File: src/tluc_defs.svh
`ifndef TLUC_DEFS_SVH
`define TLUC_DEFS_SVH
// timebase
`define TLUC_CLK_HZ         25000000
// least pulse width accepted, in microseconds
`define TLUC_MIN_PULSE_US   20
// clock kept a whole number of MHz so every product stays inside 32 bits
`define TLUC_MIN_PULSE_CYC  (`TLUC_MIN_PULSE_US * (`TLUC_CLK_HZ / 1000000))
// programming level must persist longer than this, microseconds
`define TLUC_PROG_HOLD_US   200
`define TLUC_PROG_HOLD_CYC  (`TLUC_PROG_HOLD_US * (`TLUC_CLK_HZ / 1000000) + 1)
// reload time, milliseconds
`define TLUC_RELOAD_MS      10
`define TLUC_RELOAD_CYC     ((`TLUC_RELOAD_MS * `TLUC_CLK_HZ) / 1000)
// longest write time, milliseconds
`define TLUC_WRITE_MS       100
`define TLUC_WRITE_CYC      (`TLUC_WRITE_MS * (`TLUC_CLK_HZ / 1000))
// counter
`define TLUC_CNT_W          8
`define TLUC_CNT_MAX        8'hff
`define TLUC_CNT_MIN        8'h00
`define TLUC_FACTORY_VAL    8'h80
`endif

File: src/tluc_pkg.sv
package tluc_pkg;
    // zones of the tri-level control pin
    typedef enum logic [1:0] {
        TLUC_ZONE_LOW,
        TLUC_ZONE_MID,
        TLUC_ZONE_HIGH,
        TLUC_ZONE_PROG
    } tluc_zone_type;
    // pulse tracking states
    typedef enum logic [2:0] {
        TLUC_ST_IDLE,
        TLUC_ST_LOW,
        TLUC_ST_HIGH,
        TLUC_ST_PROG,
        TLUC_ST_WAIT
    } tluc_state_type;
endpackage : tluc_pkg

File: src/tluc_nvm_if.sv
`timescale 1ns/1ns
interface tluc_nvm_if;
    logic       wr_stb;
    logic [7:0] wr_data;
    logic [7:0] rd_data;
    logic       busy;
    modport ctrl (output wr_stb, output wr_data, input rd_data, input busy);
    modport mem  (input wr_stb, input wr_data, output rd_data, output busy);
endinterface : tluc_nvm_if

File: src/tluc_nvm.sv
`timescale 1ns/1ns
`include "tluc_defs.svh"
// non-volatile cell model: flip-flop image with a timed write window
module tluc_nvm #(
    parameter int WRITE_CYC = `TLUC_WRITE_CYC
) (
    input  wire logic  i_mclk,
    input  wire logic  i_rstn,
    input  wire logic  i_ce,
    tluc_nvm_if.mem    nvm
);
    logic [7:0]  image;
    logic [7:0]  next_image;
    logic [31:0] wcnt;
    logic [31:0] next_wcnt;

    // image survives reset in silicon; here reset restores factory mid-scale
    always_comb begin
        next_image = image;
        next_wcnt  = wcnt;
        if (nvm.wr_stb && wcnt == 32'h0) begin
            next_image = nvm.wr_data;
            next_wcnt  = 32'(WRITE_CYC);
        end else if (wcnt != 32'h0) begin
            next_wcnt = wcnt - 32'h1;
        end
    end

    always_ff @(posedge i_mclk or negedge i_rstn) begin
        if (!i_rstn) begin
            image <= `TLUC_FACTORY_VAL;
            wcnt  <= 32'h0;
        end else if (i_ce) begin
            image <= next_image;
            wcnt  <= next_wcnt;
        end
    end

    assign nvm.rd_data = image;
    assign nvm.busy    = (wcnt != 32'h0);
endmodule : tluc_nvm

File: src/tluc_counter.sv
`timescale 1ns/1ns
`include "tluc_defs.svh"
module tluc_counter
    import tluc_pkg::*;
#(
    parameter int CNT_W      = `TLUC_CNT_W,
    parameter int MIN_CYC    = `TLUC_MIN_PULSE_CYC,
    parameter int PROG_CYC   = `TLUC_PROG_HOLD_CYC,
    parameter int RELOAD_CYC = `TLUC_RELOAD_CYC,
    parameter int WRITE_CYC  = `TLUC_WRITE_CYC
) (
    input  wire logic                  i_mclk,
    input  wire logic                  i_rstn,
    input  wire logic                  i_clk_en,
    input  wire tluc_pkg::tluc_zone_type i_tri_level_control_pin,
    input  wire logic                  i_count_enable,
    input  wire logic                  i_count_enable_driven,
    output logic [CNT_W-1:0]           o_count,
    output logic                       o_reloading,
    output logic                       o_nvm_busy
);
    tluc_nvm_if nvm_bus ();

    tluc_state_type   state;
    tluc_state_type   next_state;
    logic [CNT_W-1:0] count;
    logic [CNT_W-1:0] next_count;
    logic [31:0]      pw;
    logic [31:0]      next_pw;
    logic [31:0]      rl;
    logic [31:0]      next_rl;
    logic             skip;
    logic             next_skip;
    logic             en_q;
    logic             boot;
    logic             next_boot;
    logic             wr_stb;
    logic             next_wr_stb;
    logic             ld_stb;
    logic             next_ld_stb;
    logic             nvm_busy;
    logic             en;

    // saturating step; shared by both count directions
    // holding at the rails instead of wrapping keeps a stuck button
    // from walking the output across its whole range
    function automatic logic [CNT_W-1:0] sat_step(input logic [CNT_W-1:0] v,
                                                  input logic up);
        if (up)
            sat_step = (v == `TLUC_CNT_MAX) ? v : v + 1'b1;
        else
            sat_step = (v == `TLUC_CNT_MIN) ? v : v - 1'b1;
    endfunction : sat_step

    // floating enable is forced low, mirroring the internal pull-down
    // a floating enable must never arm a count or a write
    assign en = i_count_enable & i_count_enable_driven;

    // cell model shares the clock enable, so a frozen timebase also
    // stretches the write window instead of letting it run out unseen
    tluc_nvm #(
        .WRITE_CYC (WRITE_CYC)
    ) u_nvm (
        .i_mclk (i_mclk),
        .i_rstn (i_rstn),
        .i_ce   (i_clk_en),
        .nvm    (nvm_bus.mem)
    );
    // write data is the live count; it lands on a strobe that finds the cell idle
    assign nvm_bus.wr_stb  = wr_stb;
    assign nvm_bus.wr_data = count;

    // pulse tracker, reload timer, strobes
    // pulse widths are counted in enabled samples of the timebase, so the
    // glitch filter scales with the clock; a pulse split by a reload is lost
    always_comb begin
        next_state  = state;
        next_count  = count;
        next_pw     = pw;
        next_rl     = rl;
        next_skip   = skip;
        next_boot   = 1'b0;
        next_wr_stb = 1'b0;
        next_ld_stb = 1'b0;
        if (boot) begin
            next_ld_stb = 1'b1;
        end
        if (ld_stb) begin
            next_count = nvm_bus.rd_data;
        end
        if (en_q && !en) begin
            // reload takes its full time; driver keeps inputs still meanwhile
            next_rl    = 32'(RELOAD_CYC);
            next_state = TLUC_ST_IDLE;
        end else if (rl != 32'h0) begin
            next_rl = rl - 32'h1;
            if (rl == 32'h1) begin
                next_ld_stb = 1'b1;
            end
        end
        // enable rising: the next valid pulse only clears the skip
        if (!en_q && en) begin
            next_skip = 1'b1;
        end
        // nothing is tracked while disabled, reloading or loading; a pulse
        // in flight when the enable drops is simply forgotten
        if (en && rl == 32'h0 && !ld_stb && !boot) begin
            case (state)
                TLUC_ST_IDLE: begin
                    next_pw = 32'h1;
                    case (i_tri_level_control_pin)
                        TLUC_ZONE_LOW:  next_state = TLUC_ST_LOW;
                        TLUC_ZONE_HIGH: next_state = TLUC_ST_HIGH;
                        TLUC_ZONE_PROG: next_state = TLUC_ST_PROG;
                        default:        next_state = TLUC_ST_IDLE;
                    endcase
                end
                TLUC_ST_LOW, TLUC_ST_HIGH: begin
                    if (i_tri_level_control_pin == TLUC_ZONE_PROG) begin
                        next_state = TLUC_ST_PROG;
                        next_pw    = 32'h1;
                    end else if (i_tri_level_control_pin == TLUC_ZONE_MID) begin
                        next_state = TLUC_ST_IDLE;
                        if (pw >= 32'(MIN_CYC)) begin
                            if (skip)
                                next_skip = 1'b0;
                            else
                                next_count = sat_step(count, state == TLUC_ST_LOW);
                        end
                    end else if (pw != 32'hffffffff) begin
                        next_pw = pw + 32'h1;
                    end
                end
                TLUC_ST_PROG: begin
                    if (i_tri_level_control_pin != TLUC_ZONE_PROG) begin
                        next_state = TLUC_ST_WAIT;
                    end else begin
                        // width counter stops at its top so a very long hold
                        // never wraps round and writes a second time
                        if (pw != 32'hffffffff) begin
                            next_pw = pw + 32'h1;
                        end
                        // one write per hold, none while the cell is busy;
                        // pending loads already stall the whole tracker
                        if (pw == 32'(PROG_CYC) && !nvm_busy) begin
                            next_wr_stb = 1'b1;
                        end
                    end
                end
                TLUC_ST_WAIT: begin
                    // leaving programming arms the skip only once back at mid
                    if (i_tri_level_control_pin == TLUC_ZONE_MID) begin
                        next_state = TLUC_ST_IDLE;
                        next_skip  = 1'b1;
                    end
                end
                default: next_state = TLUC_ST_IDLE;
            endcase
        end
    end

    // register stage
    always_ff @(posedge i_mclk or negedge i_rstn) begin
        if (!i_rstn) begin
            state     <= TLUC_ST_IDLE;
            count     <= `TLUC_FACTORY_VAL;
            pw        <= 32'h0;
            rl        <= 32'h0;
            skip      <= 1'b1;
            en_q      <= 1'b0;
            boot      <= 1'b1;
            wr_stb    <= 1'b0;
            ld_stb    <= 1'b0;
            nvm_busy  <= 1'b0;
        end else if (i_clk_en) begin
            state     <= next_state;
            count     <= next_count;
            pw        <= next_pw;
            rl        <= next_rl;
            skip      <= next_skip;
            en_q      <= en;
            boot      <= next_boot;
            wr_stb    <= next_wr_stb;
            ld_stb    <= next_ld_stb;
            nvm_busy  <= nvm_bus.busy;
        end
    end

    // pin-facing copies, each straight from its own flop; the count copy
    // follows next_count so it never lags the internal register
    always_ff @(posedge i_mclk or negedge i_rstn) begin
        if (!i_rstn) begin
            o_count     <= `TLUC_FACTORY_VAL;
            o_reloading <= 1'b0;
            o_nvm_busy  <= 1'b0;
        end else if (i_clk_en) begin
            o_count     <= next_count;
            o_reloading <= (next_rl != 32'h0);
            o_nvm_busy  <= nvm_bus.busy;
        end
    end
endmodule : tluc_counter

File: config.mk
export PLATFORM = sky130hd
export DESIGN_NAME = tluc_counter
export DESIGN_NICKNAME = d
export VERILOG_FILES = /design/src/tluc_pkg.sv /design/src/tluc_nvm_if.sv /design/src/tluc_nvm.sv /design/src/tluc_counter.sv
export VERILOG_INCLUDE_DIRS = /design/src
export SDC_FILE = /design/constraint.sdc
export NUM_CORES = 1
export LEC_CHECK = 0
export ABC_CLOCK_PERIOD_IN_PS = 6900
export BUFFER_PORTS_ARGS = -buffer_cell sky130_fd_sc_hd__buf_4
export CAP_MARGIN = 20
export CORE_MARGIN = 2
export CORE_UTILIZATION = 37
export DETAILED_ROUTE_END_ITERATION = 10
export SYNTH_ARGS = -nofsm -noshare
export SYNTH_HDL_FRONTEND = slang
export SYNTH_SLANG_ARGS = --single-unit
File: constraint.sdc
create_clock -name i_mclk -period 6.9 [get_ports i_mclk]
set_clock_uncertainty 0.1 [all_clocks]
set_input_delay 0.69 -clock i_mclk [delete_from_list [all_inputs] [get_ports i_mclk]]
set_output_delay 0.69 -clock i_mclk [all_outputs]
set_load 0.02 [all_outputs]
==> flow_summary_export.csv <==
group,metric,value,unit
worst_setup_path,critPathMaxFanout,18,
synthesis,yosys.area_share.adder,2.81,%
synthesis,syn-cell-area,7390,µm²
final_layout,layout_common_cells,"118 x dfrtp_1, 106 x nor2_1, 89 x nand2_1",
route,viasPerCell,5.59,
placed_design,portBuffers,16,
floorplanning,start_util,37.8,%
worst_setup_path,start_kind,"flip-flop",
power,powerDensity,310,nW/µm²
global_route,overflow,0,
clocking,cts_buffers,17,
final_layout,areaGrowthSynthToFinish,13.5,%
synthesis,async_reset_ff_share,100,%
synthesis,synth_xor_area_share,7.23,%
global_route,track_usage,17.9,%
synthesis,synth_top_area_share,40.0,%
sta,hold_violations,0,
synthesis,synth_edf_count,0,
placed_design,placed_area,7740,µm²
floorplanning,die_x,145,µm
placed_design,place.gp.congestion,0.886,
floorplanning,rows,51,
synthesis,muxShareOfSynthArea,1.61,%
worst_setup_path,critPathMostFrequentCell,"nand3_1",
global_route,grt_pass1_wl,31100,µm
synthesis,syn_nets,856,
sta,setup_viol,0,
final_layout,final_layout_size_suffix_gt1_share,10.8,%
synthesis,synth.distinct_cells,81,
route,vias,6253,
sta,max_clock_freq,0.288,GHz
sta,rsz0062_at_grt,"no",
final_layout,antenna_cells,0,
synthesis,synth_compound_area_share,16.4,%
synthesis,yosysWarnings,0,
clocking,htreeDepth,4,
final_layout,stdcell_area,8380,µm²
sta,slew-limit-headroom,38.1,%
final_layout,fin_nets,863,
synthesis,syn_inst,833,
clocking,clk_pin_slew,60,ps
placed_design,dp_hpwl,12100,µm
worst_setup_path,worstPathRequired,7100,ps
synthesis,synthTopCellsByArea,"dfrtp_1 40%, nor2_1 5.4%, nand2_1 4.5%, o21ai_0 4.3%, xor2_1 3.9%",
route,wl_per_cell,16.3,µm
sta,final-max-slew-violation-count,0,
floorplanning,coreArea,19500,µm²
floorplanning,die-area,21100,µm²
sta,final.min_clock_period,3480,ps
synthesis,synth-seq-area-share,41.4,%
synthesis,ys_ff_latch,122,
route,postRouteAntennaNets,0,
synthesis,syn_area_per_cell,8.87,µm²
worst_setup_path,cpPeakStageDelay,490,ps
outcome,status,"finished clean",
clocking,ctsLongestPathBuffers,2,
sta,worstMarginPinSlew,929,ps
clocking,tritoncts,"yes",
synthesis,synthSimpleGateAreaFrac,27.2,%
route,drc,0,
synthesis,synth_top_family_by_area,"simple AND/OR/NAND/NOR gates",
worst_setup_path,slowest_stage,"nor2_2",
clocking,clock_latency,420,ps
synthesis,yosysTopAreaCell,"dfrtp_1",
worst_hold_path,hold_path.class,"input port to async pin",
floorplanning,io_pins,17,
route,drtIter0Drc,524,
floorplanning,die_h,145,µm
route,wirelength,18200,µm
worst_setup_path,crit_chain,"inv_1 -> ha_1 -> nor3b_2 -> and4_1 -> nand3_1 -> nor3_1 -> nand3_1 -> nor2_2 -> buf_4 -> nor2_1",
synthesis,synth_ff_type,"dfrtp_1",
clocking,ctsHoldBuffers,0,
worst_setup_path,worstPathArrival,3680,ps
clocking,cts_resized,0,
worst_setup_path,critPathCaptureType,"flip-flop",
worst_setup_path,path_delay_family,"simple AND/OR/NAND/NOR gates",
run,cap_viol_max_count,0,
power,p_leak,3.47,nW
sta,fin_tns_setup,0,ps
global_route,antenna_found_initial,0,
power,ir_drop,0.133,mV
worst_setup_path,path_buf_inv,2,
global_route,grt_max_degree,67,
clocking,cts_sinks,122,
clocking,postCtsSetupBuffers,0,
clocking,clock-root-buffer,"clkbuf_16",
sta,post-route-period-util,50.4,%
final_layout,final_common_cell,"dfrtp_1",
route,drt_pre_antenna_iters,5,
global_route,grt_pass1_vias,6077,
worst_setup_path,crit_type,"flip-flop to flip-flop",
## kinds of logic (layout without fill, tap and decap cells)
logic type / Yosys count / in the layout
DFF: 122 / 122
and+or+nand+nor: 380 / 380
xor gates and xnor gates: 61 / 61
AOI/OAI and AO/OA: 185 / 185
muxes: 11 / 11
buffers and inverters: 58 / 78
adders and majority gates: 16 / 16
## through the flow
step	total power, W	std cells	utilization, %	setup slack, ps	hold WS [ps]
floorplan	0.00145	833	-	4040	294
global placement	0.00162	1086	39.6	3220	350
detailed placement	0.00163	1086	39.6	3180	359
CTS	0.00261	1118	42.9	3410	316
global route	0.00275	1118	42.9	2980	369
finish	0.00260	1118	42.9	3420	288
## path summary, 6_finish.rpt
path	start	endpoint	slack, ps	cells past startpoint
min in group i_mclk	u_nvm.nvm.rd_data[5]	u_nvm.nvm.rd_data[5]	370	2
setup / recovery	rl[0]	pw[1]	3420	10
setup reg to reg	rl[0]	pw[1]	3420	10
hold reg to reg	u_nvm.nvm.rd_data[5]	u_nvm.nvm.rd_data[5]	370	2
max in group asynchronous	i_rstn	rl[16]	5130	2
hold / removal	i_rstn	rl[25]	290	1
## sequential cells by signal, summed over array words and instances, names as in the netlist, 3 cells and up
register	cells
o_count	8
pw	32
rl	32
state	3
u_nvm.nvm.rd_data	8
u_nvm.wcnt	32
## worst register-to-register path, cell delays in order, from the launching register on
cell and delay [ps]:
dfrtp_1 440, inv_1 100, ha_1 200, nor3b_2 330
and4_1 410, nand3_1 290, nor3_1 390, nand3_1 200
nor2_2 490, buf_4 330, nor2_1 80
## routing by layer
metal | vias to the layer above | global-route usage [%] | share of wire (%)
met2 | 122 | 27.7 | 46
met4 | 0 | 5.74 | 1.4
li1 | 3058 | - | -
met5 | - | 0 | 0
met3 | 20 | 3.02 | 3.6
met1 | 3053 | 25.5 | 49
## cells in the mapped netlist (4+ instances only)
cell         n
dfstp_2      4
o41ai_1      5
or4_1        9
dfrtp_1    118
o31ai_1     14
nand4b_1     4
nand2b_1     5
and3_1      11
o21ai_0     64
ha_1        15
mux2_2       7
a21o_1       4
a2bb2oi_1    7
nand3_1     27
a31oi_1     10
clkbuf_1    20
nor4_1      22
nand4_1     24
nor2_1     107
or3_1       14
inv_1       22
nor4_2       4
nor3_1      27
xnor2_1     28
o22ai_1     10
a22o_1       4
nand2_1     89
and4_1       6
buf_2        9
a21oi_1     33
mux2i_1      4
xor2_1      33
## layout make-up
class,instances,area [µm²]
sequential,122,3060
multi-input combinational,653,4090
clock buffer,19,453
clock inverter,13,190
timing repair buffer,23,173
tap,265,332
fill,1927,11100
inverter,23,86.3
## report_power, final
| part | switching (W) | internal [W] | leakage, nW |
|---|---|---|---|
| combinational | 0.000347 | 0.000263 | 1.58 |
| clock | 0.000346 | 0.000626 | 0.302 |
| sequential | 0.000172 | 0.000841 | 1.59 |
| total | 0.000865 | 0.00173 | 3.47 |
(Power assumes the default switching activity.)
